[src/design/vecirq_map.vh]
// Register offsets, field positions and reset values of the vectored interrupt unit.
`ifndef VECIRQ_MAP_VH
`define VECIRQ_MAP_VH

// ****************************************************************
// Register byte offsets and slot page numbers
// ****************************************************************
`define VIU_OFF_NORMAL_STATUS 12'h000
`define VIU_OFF_FAST_STATUS 12'h004
`define VIU_OFF_RAW_VIEW 12'h008
`define VIU_OFF_CLASS_SELECT 12'h00C
`define VIU_OFF_ENABLE_SET 12'h010
`define VIU_OFF_ENABLE_CLEAR 12'h014
`define VIU_OFF_SOFT_REQUEST 12'h018
`define VIU_OFF_SOFT_CLEAR 12'h01C
`define VIU_OFF_PRIV_ONLY 12'h020
`define VIU_OFF_ACTIVE_VECTOR 12'h030
`define VIU_OFF_DEFAULT_VECTOR 12'h034
`define VIU_OFF_EVENT_STATUS 12'h040
`define VIU_OFF_EVENT_MASK 12'h044
`define VIU_PAGE_SLOT_ADDR 4'h1
`define VIU_PAGE_SLOT_CTRL 4'h2

// ****************************************************************
// Address fields
// ****************************************************************
`define VIU_PAGE_HI 11
`define VIU_PAGE_LO 8
`define VIU_SLOT_HI 5
`define VIU_SLOT_LO 2
`define VIU_SLOT_PAD_HI 7
`define VIU_SLOT_PAD_LO 6
`define VIU_WORD_LO_HI 1

// ****************************************************************
// Slot control fields
// ****************************************************************
`define VIU_CTL_SRC_HI 4
`define VIU_CTL_SRC_LO 0
`define VIU_CTL_INUSE 5
`define VIU_CTL_W 6

// ****************************************************************
// Event bits
// ****************************************************************
`define VIU_EV_FAST 0
`define VIU_EV_NORMAL 1
`define VIU_EV_PRIV 2
`define VIU_EV_W 3

// ****************************************************************
// Bus constants and reset values
// ****************************************************************
`define VIU_RESP_OKAY 2'h0
`define VIU_RESP_SLVERR 2'h2
`define VIU_STRB_FULL 4'hF
`define VIU_RST_WORD 32'h0000_0000
`define VIU_RST_CTL 6'h00
`define VIU_RST_EV 3'h0

`endif

[src/design/viu_vectored_irq_unit.v]
// Vectored interrupt unit with an AXI4-Lite register slave.
//
// Chosen here: the placing of the registers and the AXI4-Lite register port.
`timescale 1ns/1ps
`include "vecirq_map.vh"

module viu_vectored_irq_unit #(
    parameter NUM_REQ = 32,
    parameter NUM_SLOT = 16,
    parameter ADDR_W = 12
) (
    // Clock and reset
    input wire clk,
    input wire rstn,
    // Interrupt sources and outputs
    input wire [NUM_REQ-1:0] hw_request,
    output wire fast_irq_out,
    output wire normal_irq_out,
    output wire irq_out,
    // AXI4-Lite write address channel
    input wire [ADDR_W-1:0] s_axi_awaddr,
    input wire [2:0] s_axi_awprot,
    input wire s_axi_awvalid,
    output wire s_axi_awready,
    // AXI4-Lite write data channel
    input wire [31:0] s_axi_wdata,
    input wire [3:0] s_axi_wstrb,
    input wire s_axi_wvalid,
    output wire s_axi_wready,
    // AXI4-Lite write response channel
    output wire [1:0] s_axi_bresp,
    output wire s_axi_bvalid,
    input wire s_axi_bready,
    // AXI4-Lite read address channel
    input wire [ADDR_W-1:0] s_axi_araddr,
    input wire [2:0] s_axi_arprot,
    input wire s_axi_arvalid,
    output wire s_axi_arready,
    // AXI4-Lite read data channel
    output wire [31:0] s_axi_rdata,
    output wire [1:0] s_axi_rresp,
    output wire s_axi_rvalid,
    input wire s_axi_rready
);

    // ****************************************************************
    // Configuration and state
    // ****************************************************************
    reg [NUM_REQ-1:0] class_select_r;
    reg [NUM_REQ-1:0] enable_r;
    reg [NUM_REQ-1:0] soft_request_word_r;
    reg privileged_only_flag_r;
    reg [31:0] default_vector_word_r;
    reg [31:0] slot_addr_r [0:NUM_SLOT-1];
    reg [`VIU_CTL_W-1:0] slot_ctl_r [0:NUM_SLOT-1];
    reg [`VIU_EV_W-1:0] event_status_r;
    reg [`VIU_EV_W-1:0] event_mask_r;
    reg fast_prev_r;
    reg normal_prev_r;

    // AXI slave state
    reg aw_held_r;
    reg [ADDR_W-1:0] aw_addr_r;
    reg aw_priv_r;
    reg w_held_r;
    reg [31:0] w_data_r;
    reg [3:0] w_strb_r;
    reg bvalid_r;
    reg [1:0] bresp_r;
    reg rvalid_r;
    reg [31:0] rdata_r;
    reg [1:0] rresp_r;

    // ****************************************************************
    // Request classification
    // ****************************************************************
    wire [NUM_REQ-1:0] raw_request_view;
    wire [NUM_REQ-1:0] fast_class_status;
    wire [NUM_REQ-1:0] normal_class_status;

    assign raw_request_view = hw_request | soft_request_word_r;
    assign fast_class_status = raw_request_view & enable_r & class_select_r;
    assign normal_class_status = raw_request_view & enable_r & ~class_select_r;

    // Fast requests bypass the vector logic entirely; normal_irq_out stays driven while the fast line is up.
    assign fast_irq_out = |fast_class_status;
    assign normal_irq_out = |normal_class_status;

    // ****************************************************************
    // Vector slots
    // ****************************************************************
    wire [NUM_SLOT-1:0] slot_hit;

    genvar gi;
    generate
        for (gi = 0; gi < NUM_SLOT; gi = gi + 1) begin : g_slot
            wire [`VIU_CTL_SRC_HI:`VIU_CTL_SRC_LO] src;
            assign src = slot_ctl_r[gi][`VIU_CTL_SRC_HI:`VIU_CTL_SRC_LO];
            // A slot only fires for a normal-class source, so a fast-class source never vectors.
            assign slot_hit[gi] = slot_ctl_r[gi][`VIU_CTL_INUSE] & normal_class_status[src];
        end
    endgenerate

    // Lowest slot number wins; the scan runs downward so slot 0 is assigned last.
    reg [31:0] active_vector_word;
    integer si;
    always @* begin
        active_vector_word = default_vector_word_r;
        for (si = NUM_SLOT - 1; si >= 0; si = si - 1) begin
            if (slot_hit[si]) begin
                active_vector_word = slot_addr_r[si];
            end
        end
    end

    // ****************************************************************
    // Event flags and interrupt line
    // ****************************************************************
    wire [`VIU_EV_W-1:0] event_set;
    wire [`VIU_EV_W-1:0] event_clr;
    wire priv_fault;

    assign irq_out = |(event_status_r & event_mask_r);

    // ****************************************************************
    // Write path
    // ****************************************************************
    wire [3:0] w_page;
    wire [3:0] w_slot;
    wire w_slot_ok;
    wire w_exec;
    wire w_full;
    wire w_allowed;
    reg w_mapped;

    assign s_axi_awready = ~aw_held_r & ~bvalid_r;
    assign s_axi_wready = ~w_held_r & ~bvalid_r;
    assign s_axi_bvalid = bvalid_r;
    assign s_axi_bresp = bresp_r;

    assign w_page = aw_addr_r[`VIU_PAGE_HI:`VIU_PAGE_LO];
    assign w_slot = aw_addr_r[`VIU_SLOT_HI:`VIU_SLOT_LO];
    assign w_slot_ok = (aw_addr_r[`VIU_SLOT_PAD_HI:`VIU_SLOT_PAD_LO] == 2'h0) &
                       (aw_addr_r[`VIU_WORD_LO_HI:0] == 2'h0);
    assign w_exec = aw_held_r & w_held_r & ~bvalid_r;
    assign w_full = (w_strb_r == `VIU_STRB_FULL);
    assign w_allowed = w_full & (~privileged_only_flag_r | aw_priv_r);

    always @* begin
        case (aw_addr_r)
            `VIU_OFF_CLASS_SELECT, `VIU_OFF_ENABLE_SET, `VIU_OFF_ENABLE_CLEAR,
            `VIU_OFF_SOFT_REQUEST, `VIU_OFF_SOFT_CLEAR, `VIU_OFF_PRIV_ONLY,
            `VIU_OFF_ACTIVE_VECTOR, `VIU_OFF_DEFAULT_VECTOR,
            `VIU_OFF_EVENT_STATUS, `VIU_OFF_EVENT_MASK: w_mapped = 1'b1;
            default: w_mapped = w_slot_ok &
                ((w_page == `VIU_PAGE_SLOT_ADDR) | (w_page == `VIU_PAGE_SLOT_CTRL));
        endcase
    end

    wire w_do;
    assign w_do = w_exec & w_allowed & w_mapped;

    integer wi;
    always @(posedge clk) begin
        if (!rstn) begin
            aw_held_r <= 1'b0;
            aw_addr_r <= {ADDR_W{1'b0}};
            aw_priv_r <= 1'b0;
            w_held_r <= 1'b0;
            w_data_r <= `VIU_RST_WORD;
            w_strb_r <= 4'h0;
            bvalid_r <= 1'b0;
            bresp_r <= `VIU_RESP_OKAY;
        end else begin
            if (s_axi_awvalid && s_axi_awready) begin
                aw_held_r <= 1'b1;
                aw_addr_r <= s_axi_awaddr;
                aw_priv_r <= s_axi_awprot[0];
            end
            if (s_axi_wvalid && s_axi_wready) begin
                w_held_r <= 1'b1;
                w_data_r <= s_axi_wdata;
                w_strb_r <= s_axi_wstrb;
            end
            if (w_exec) begin
                aw_held_r <= 1'b0;
                w_held_r <= 1'b0;
                bvalid_r <= 1'b1;
                bresp_r <= (w_allowed && w_mapped) ? `VIU_RESP_OKAY : `VIU_RESP_SLVERR;
            end else if (bvalid_r && s_axi_bready) begin
                bvalid_r <= 1'b0;
            end
        end
    end

    // ****************************************************************
    // Register updates
    // ****************************************************************
    always @(posedge clk) begin
        if (!rstn) begin
            class_select_r <= {NUM_REQ{1'b0}};
            enable_r <= {NUM_REQ{1'b0}};
            soft_request_word_r <= {NUM_REQ{1'b0}};
            privileged_only_flag_r <= 1'b0;
            default_vector_word_r <= `VIU_RST_WORD;
            event_mask_r <= `VIU_RST_EV;
            for (wi = 0; wi < NUM_SLOT; wi = wi + 1) begin
                slot_addr_r[wi] <= `VIU_RST_WORD;
                slot_ctl_r[wi] <= `VIU_RST_CTL;
            end
        end else if (w_do) begin
            case (aw_addr_r)
                `VIU_OFF_CLASS_SELECT: class_select_r <= w_data_r[NUM_REQ-1:0];
                `VIU_OFF_ENABLE_SET: enable_r <= enable_r | w_data_r[NUM_REQ-1:0];
                `VIU_OFF_ENABLE_CLEAR: enable_r <= enable_r & ~w_data_r[NUM_REQ-1:0];
                `VIU_OFF_SOFT_REQUEST: begin
                    soft_request_word_r <= soft_request_word_r | w_data_r[NUM_REQ-1:0];
                end
                `VIU_OFF_SOFT_CLEAR: begin
                    soft_request_word_r <= soft_request_word_r & ~w_data_r[NUM_REQ-1:0];
                end
                `VIU_OFF_PRIV_ONLY: privileged_only_flag_r <= w_data_r[0];
                `VIU_OFF_DEFAULT_VECTOR: default_vector_word_r <= w_data_r;
                `VIU_OFF_EVENT_MASK: event_mask_r <= w_data_r[`VIU_EV_W-1:0];
                default: begin
                    if (w_page == `VIU_PAGE_SLOT_ADDR) begin
                        slot_addr_r[w_slot] <= w_data_r;
                    end else if (w_page == `VIU_PAGE_SLOT_CTRL) begin
                        slot_ctl_r[w_slot] <= w_data_r[`VIU_CTL_W-1:0];
                    end
                end
            endcase
        end
    end

    // ****************************************************************
    // Event capture
    // ****************************************************************
    assign event_set[`VIU_EV_FAST] = fast_irq_out & ~fast_prev_r;
    assign event_set[`VIU_EV_NORMAL] = normal_irq_out & ~normal_prev_r;
    assign event_set[`VIU_EV_PRIV] = priv_fault;
    assign event_clr = (w_do && aw_addr_r == `VIU_OFF_EVENT_STATUS) ?
                       w_data_r[`VIU_EV_W-1:0] : `VIU_RST_EV;

    // A set in the same cycle as its clear survives, so no edge is ever lost.
    always @(posedge clk) begin
        if (!rstn) begin
            event_status_r <= `VIU_RST_EV;
            fast_prev_r <= 1'b0;
            normal_prev_r <= 1'b0;
        end else begin
            event_status_r <= (event_status_r & ~event_clr) | event_set;
            fast_prev_r <= fast_irq_out;
            normal_prev_r <= normal_irq_out;
        end
    end

    // ****************************************************************
    // Read path
    // ****************************************************************
    wire [3:0] r_page;
    wire [3:0] r_slot;
    wire r_slot_ok;
    wire r_take;
    wire r_allowed;
    reg [31:0] r_word;
    reg r_mapped;

    assign s_axi_arready = ~rvalid_r;
    assign s_axi_rvalid = rvalid_r;
    assign s_axi_rdata = rdata_r;
    assign s_axi_rresp = rresp_r;
    assign r_take = s_axi_arvalid & ~rvalid_r;
    assign r_page = s_axi_araddr[`VIU_PAGE_HI:`VIU_PAGE_LO];
    assign r_slot = s_axi_araddr[`VIU_SLOT_HI:`VIU_SLOT_LO];
    assign r_slot_ok = (s_axi_araddr[`VIU_SLOT_PAD_HI:`VIU_SLOT_PAD_LO] == 2'h0) &
                       (s_axi_araddr[`VIU_WORD_LO_HI:0] == 2'h0);
    assign r_allowed = ~privileged_only_flag_r | s_axi_arprot[0];

    // A refused or partial write, or an unprivileged read under protection, is flagged.
    assign priv_fault = (w_exec & ~w_allowed) | (r_take & ~r_allowed);

    always @* begin
        r_word = `VIU_RST_WORD;
        r_mapped = 1'b1;
        case (s_axi_araddr)
            `VIU_OFF_NORMAL_STATUS: r_word = normal_class_status;
            `VIU_OFF_FAST_STATUS: r_word = fast_class_status;
            `VIU_OFF_RAW_VIEW: r_word = raw_request_view;
            `VIU_OFF_CLASS_SELECT: r_word = class_select_r;
            `VIU_OFF_ENABLE_SET: r_word = enable_r;
            `VIU_OFF_SOFT_REQUEST: r_word = soft_request_word_r;
            `VIU_OFF_PRIV_ONLY: r_word[0] = privileged_only_flag_r;
            `VIU_OFF_ACTIVE_VECTOR: r_word = active_vector_word;
            `VIU_OFF_DEFAULT_VECTOR: r_word = default_vector_word_r;
            `VIU_OFF_EVENT_STATUS: r_word[`VIU_EV_W-1:0] = event_status_r;
            `VIU_OFF_EVENT_MASK: r_word[`VIU_EV_W-1:0] = event_mask_r;
            default: begin
                if (r_slot_ok && r_page == `VIU_PAGE_SLOT_ADDR) begin
                    r_word = slot_addr_r[r_slot];
                end else if (r_slot_ok && r_page == `VIU_PAGE_SLOT_CTRL) begin
                    r_word[`VIU_CTL_W-1:0] = slot_ctl_r[r_slot];
                end else begin
                    r_mapped = 1'b0;
                end
            end
        endcase
    end

    // Clear-only locations have no read value and answer as unmapped.
    always @(posedge clk) begin
        if (!rstn) begin
            rvalid_r <= 1'b0;
            rdata_r <= `VIU_RST_WORD;
            rresp_r <= `VIU_RESP_OKAY;
        end else if (r_take) begin
            rvalid_r <= 1'b1;
            rdata_r <= (r_allowed && r_mapped) ? r_word : `VIU_RST_WORD;
            rresp_r <= (r_allowed && r_mapped) ? `VIU_RESP_OKAY : `VIU_RESP_SLVERR;
        end else if (rvalid_r && s_axi_rready) begin
            rvalid_r <= 1'b0;
        end
    end

endmodule // viu_vectored_irq_unit

[config.mk]
export PLATFORM = sky130hd
export DESIGN_NAME = viu_vectored_irq_unit
export DESIGN_NICKNAME = d
export VERILOG_FILES = /design/src/design/viu_vectored_irq_unit.v
export VERILOG_INCLUDE_DIRS = /design/src /design/src/design
export SDC_FILE = /design/constraint.sdc
export NUM_CORES = 2
export LEC_CHECK = 0
export BUFFER_PORTS_ARGS = -buffer_cell sky130_fd_sc_hd__buf_2
export CAP_MARGIN = 30
export CORE_ASPECT_RATIO = 0.7
export CORE_MARGIN = 8
export CORE_UTILIZATION = 30
export CTS_CLUSTER_DIAMETER = 150
export DETAILED_ROUTE_END_ITERATION = 10
export HOLD_SLACK_MARGIN = 0.08
export PLACE_DENSITY = 0.56
export SLEW_MARGIN = 20
export SYNTH_ARGS = -nofsm -noshare
export SYNTH_HDL_FRONTEND = slang
export SYNTH_SLANG_ARGS = --single-unit
[constraint.sdc]
create_clock -name clk -period 7.7 [get_ports clk]
set_input_delay 0.77 -clock clk [delete_from_list [all_inputs] [get_ports clk]]
set_output_delay 0.77 -clock clk [all_outputs]
set_load 0.01 [all_outputs]
==> Yosys cells after proc, flatten, opt, wreduce, memory -nomap -nowiden <==
Memories as Yosys holds them, arrays and structs flattened.
Cells that the tools add are included.
{ "word_totals": {"input_bits": 105, "wordCells": 242, "ram_bits": 608, "register_bits": 226, "n_memories": 2, "output_inout_bits": 44} }
{ "memory_table": {"columns": ["name", "words", "width", "read_ports", "rd_ports_with_merged_regs", "write_ports", "line", "rtl"], "rows": [
  ["slot_addr_r", 16, 32, 17, 0, 16, "viu_vectored_irq_unit.v:54", "reg [31:0] slot_addr_r [0:NUM_SLOT-1];"],
  ["slot_ctl_r", 16, 6, 17, 0, 16, "viu_vectored_irq_unit.v:55", "reg [`VIU_CTL_W-1:0] slot_ctl_r [0:NUM_SLOT-1];"]
]} }
{ "op_classes": {"eq_ne": 25, "n_bitwise": 59, "muxes": 86, "reduce_logical": 34, "n_lt_le_gt_ge": 16} }
{ "ops": {"columns": ["cell", "count"], "rows": [
  ["2-to-1 mux 32 bit", 18],
  ["one-hot mux 29 bit (9 select lines)", 1],
  ["AND 32 bit", 5],
  ["one-hot mux 32 bit (2 select lines)", 2],
  ["< comparator 5 x 6 -> 1 bit, second input constant", 16],
  ["bitwise OR 32 bit", 3],
  ["OR reduction 32 bit", 3],
  ["binary-select mux 1 bit (select 5 bit)", 16],
  ["== test 12 x 5 -> 1 bit, second input constant", 6],
  ["== test 12 x 6 -> 1 bit, second input constant", 6],
  ["NOT 32 bit", 2],
  ["== test 12 x 7 -> 1 bit, second input constant", 4],
  ["2-to-1 mux 1 bit", 38],
  ["== test 12 x 4 -> 1 bit, second input constant", 3],
  ["AND 1 bit", 31],
  ["2-to-1 mux 26 bit", 1],
  ["one-hot mux 2 bit (11 select lines)", 1],
  ["2-to-1 mux 6 bit", 3],
  ["== test 12 x 3 -> 1 bit, second input constant", 1],
  ["zero test 12 bit", 1],
  ["AND reduction 2 bit", 6],
  ["one-hot mux 1 bit (11 select lines)", 1],
  ["OR reduction 11 bit", 1],
  ["NOT 1 bit", 10],
  ["other kinds (18)", 41]
]} }

==> Longest topological paths before layout <==
{ "logic_depth": {"ltp_word": 24, "depth_mapped": 15, "ltp_nobuf": 11} }

==> Worst setup path after synthesis <==
OpenSTA, ideal clock, no wires.
{ "synth_path": {"path_kind": "register -> register", "startpoint": "register aw_addr_r[5]", "endpoint": "memory slot_addr_r[13][0], enable pin", "required_ps": 7234, "stages_incl_launch_ff": 11, "arrival_time_ps": 4412, "n_path_buf": 1, "path_slack_ps": 2822, "setup_ps": 466, "period_less_slack_ps": 4878, "cell_sequence": "dfxtp_1 -> clkbuf_1 -> nor2b_1 -> nand2_1 -> a31oi_1 -> o21bai_1 -> a21oi_1 -> nand3_1 -> nor3b_2 -> nand3_1 -> o21ai_0"} }
{ "synth_lines": {"columns": ["element", "line", "rtl"], "rows": [
  ["start, declared", "viu_vectored_irq_unit.v:63", "reg [ADDR_W-1:0] aw_addr_r;"],
  ["start signal, assigned", "viu_vectored_irq_unit.v:167", "aw_addr_r <= {ADDR_W{1'b0}};"],
  ["start signal, assigned", "viu_vectored_irq_unit.v:177", "aw_addr_r <= s_axi_awaddr;"],
  ["end, declared", "viu_vectored_irq_unit.v:54", null]
]} }

==> metrics.md <==
| Metric | Value |
|---|---|
| GPL Wtd Cong | `1.05` |
| Syn avg cell area | `10.2 µm²` |
| Setup_tns | `0 ns` |
| Crit-path max FO | `26` |
| Fillers | `16300` |
| Cts bufs inserted | `85` |
| Worst-Skew Late Latency | `0.74 ns` |
| Setup crit end kind | `register` |
| Clock skew | `0.0488 ns` |
| Ports | `149` |
| Die Wd | `500 µm` |
| CP delay by family, top | `compound AO/OA/AOI/OAI gates` |
| Final cycle utilization of the critical path | `0.719` |
| Netlist cell types | `99` |
| Root Driver | `clkbuf_16` |
| Share of post-route cells with drive strength above 1 | `0.181` |
| Register bit total from synthesis | `832` |
| Starting Density | `0.302` |
| Die Ht | `355 µm` |
| Vias in the first global route | `40700` |
| Post-cts sizing count | `0` |
| Leakage | `19.2 nW` |
| Drt initial violations | `8503` |
| # Post-CTS Setup Buffers | `0` |
| Clk sinks | `832` |
| RSZ-0062 raised after global routing | `no` |
| IO buf count | `142` |
| Largest net degree at the start of global routing | `72` |
| Clock Pin Slew Worst Setup and Hold Paths | `0.06 ns` |
| YS warnings | `0` |
| Post-route ant nets | `0` |
| Post-Route WL | `256 mm` |
| Final setup fails | `0` |
| Worst slew pin tran | `1.15 ns` |
| Post-synth EDFFs | `608` |
| Worst EP arrival | `6.11 ns` |
| Slew HR | `0.234` |
| TritonCTS clock tree | `built` |
| Place WS | `2.31 ns` |
| First-pass GRT wire length | `344 mm` |
| Initial antenna violation count | `32` |
| DR WL/cell | `36.3 µm` |
| Peak Freq | `181 MHz` |
| Fin crit period | `5.54 ns` |
| Ys flop type | `edfxtp_1` |
| DRT Pass-1 Iters | `9` |
| Crit path buf inv count | `2` |
| Worst endpoint required time | `8.27 ns` |
| Maximum clock path buffer count | `3` |
| GRT Resource Usage Total | `0.275` |
| Post-Synthesis Cells | `4821` |
| Core Area | `0.163 mm²` |
| Post-route cell area | `0.0557 mm²` |
| Critical Path Start Type | `register` |
| Nets | `4867` |
| Core Rows | `124` |
| DP Wirelength | `177 mm` |
| Max stage delay on crit path | `0.91 ns` |
| Critical path class | `reg2reg` |
| Post-synthesis cell area | `0.0492 mm²` |
| DIE AREA | `0.177 mm²` |
| Drt drc | `0` |
| Critical Path Slowest Stage Cell | `edfxtp_1` |
| Via density | `6.42` |
| PnR worst setup slack | `2.16 ns` |
| H-tree depth | `3` |
| Power per cell area | `190 mW/mm²` |
| Async SR Flop Fraction | `0` |
| Grt ovf | `0` |
| Cts hold-fix bufs | `0` |
| Maximum vdd drop | `0.153 mV` |
| Crit-path cells | `clkinv_1 -> nor3_1 -> a2111oi_0 -> a31oi_1 -> o2111ai_1 -> and2_2 -> buf_4 -> nor2_1 -> o21ai_0 -> a221o_1 -> a31oi_1 -> o21ai_0` |
| Post-synthesis sequential area ratio | `0.462` |
| Final Hold Viols | `0` |
| # Max-Cap Violations | `0` |
| Area after DPL | `0.0527 mm²` |
| Area added between synthesis and finish | `13.2%` |
| Fin. max-slew vios | `0` |
| Worst hold path type | `in2reg` |
| Outcome | `complete, no violations` |
| Vias | `45200` |
report_power, final:
part	switching (mW)	internal [mW]	leakage [nW]	total, mW
Sequential	0.197	4.92	8.09	5.12
Clock	1.97	2.42	1.40	4.40
Combinational	0.694	0.340	9.70	1.03
worst reg2reg max path, stage by stage, from the launching register on:
cell,delay (ns)
edfxtp_1,0.91
clkinv_1,0.82
nor3_1,0.84
a2111oi_0,0.15
a31oi_1,0.38
o2111ai_1,0.23
and2_2,0.45
buf_4,0.38
nor2_1,0.29
o21ai_0,0.12
a221o_1,0.38
a31oi_1,0.31
o21ai_0,0.15
area by class of cell:
class	instances	area [µm²]	area share
antenna	12	30.0	0.000539
clock buffer	122	2440	0.0438
clock inverter	36	394	0.00708
inverter	51	196	0.00353
multi-input combinational	3457	24700	0.444
sequential	832	22700	0.409
tap	2205	2760	0.0496
timing repair buffer	335	2370	0.0425
flip-flops by register name (all words and copies together), names as in the netlist, 3 cells and up, named ones only:
signal                 flops
aw_addr_r                 12
default_vector_word_r     32
slot_ctl_r                96
event_status_r             3
w_data_r                  32
event_mask_r               3
w_strb_r                   4
s_axi_rdata               32
slot_addr_r              512
class_select_r            32
synthesized netlist by cell type, types with 104 or more instances:
cell type,number,share of area
nor3_1,143,0.015
a211oi_1,104,0.016
and3_1,126,0.016
a21oi_1,375,0.038
nand2_1,602,0.046
nor2_1,240,0.018
clkbuf_1,375,0.029
and2_1,512,0.065
mux4_2,256,0.12
edfxtp_1,608,0.37
dfxtp_1,224,0.091
o21ai_0,148,0.015
metrics by stage:
step | cells | hold WS, ns | total power [mW] | utilization
after global placement | 6863 | 0.446 | 6.17 | 0.322
after CTS | 7029 | 0.188 | 10.5 | 0.340
after floorplan | 4822 | 0.436 | 5.69 | -
final | 7050 | 0.232 | 10.6 | 0.341
after global routing | 7039 | 0.230 | 10.7 | 0.341
after detailed placement | 6871 | 0.450 | 6.19 | 0.323
placed cells by master, fill, tap and decap left out, drive strengths merged, types with 13 or more instances in the layout:
| master | synthesis | final |
|---|---|---|
| and3 | 126 | 126 |
| or3 | 25 | 25 |
| a2111oi | 19 | 19 |
| o221ai | 42 | 42 |
| and2 | 513 | 513 |
| a31oi | 22 | 22 |
| o21ai | 192 | 192 |
| a221oi | 35 | 35 |
| buf | 107 | 333 |
| nor2b | 31 | 31 |
| o211ai | 36 | 36 |
| a221o | 13 | 13 |
| o21a | 29 | 29 |
| a2111o | 15 | 15 |
| nor3b | 20 | 20 |
| nand2b | 73 | 73 |
| nor3 | 144 | 144 |
| or2 | 52 | 52 |
| a222oi | 14 | 14 |
| clkbuf | 375 | 124 |
| a211oi | 105 | 105 |
| a21oi | 375 | 375 |
| o22ai | 53 | 53 |
| nand3b | 22 | 22 |
| o31ai | 16 | 16 |
| nor2 | 242 | 242 |
| dfxtp | 224 | 224 |
| nand3 | 72 | 72 |
| nor4 | 29 | 29 |
| nand2 | 602 | 602 |
| mux4 | 256 | 256 |
| clkinv | 4 | 31 |
| inv | 47 | 50 |
| o2111ai | 23 | 23 |
| a22oi | 35 | 35 |
| a211o | 19 | 19 |
| mux2i | 56 | 56 |
| edfxtp | 608 | 608 |
per-layer routing:
metal  share of wire  vias to the layer above  GRT usage  routed length (µm)
met4           0.038                       18     0.0909                9660
met5         0.00049                        -          0                 125
met3            0.18                      579      0.133               45800
met1            0.41                    22700      0.397              105000
met2            0.37                     4065      0.352               95100
li1                -                    17900          -                   -
path summary, 6_finish.rpt:
kind / from / to / slack, ns / depth (start not counted)
setup reg to reg: slot_ctl_r[8][1] / s_axi_rdata[10] / 2.16 / 12
hold reg to reg: aw_priv_r / aw_priv_r / 0.45 / 2
setup / recovery: slot_ctl_r[8][1] / s_axi_rdata[10] / 2.16 / 12
hold / removal: s_axi_rready / s_axi_rvalid / 0.23 / 2
kinds of logic after synthesis:
group           after synthesis  share of synthesized area
buf+inv                     533                     0.0436
simple gates               2003                      0.211
mux                         319                      0.130
compound gates             1132                      0.153
flops                       832                      0.462
other cells                   1                  0.0000762
xor+xnor                      1                   0.000178
No activity file was read; power rests on OpenSTA's default activity.
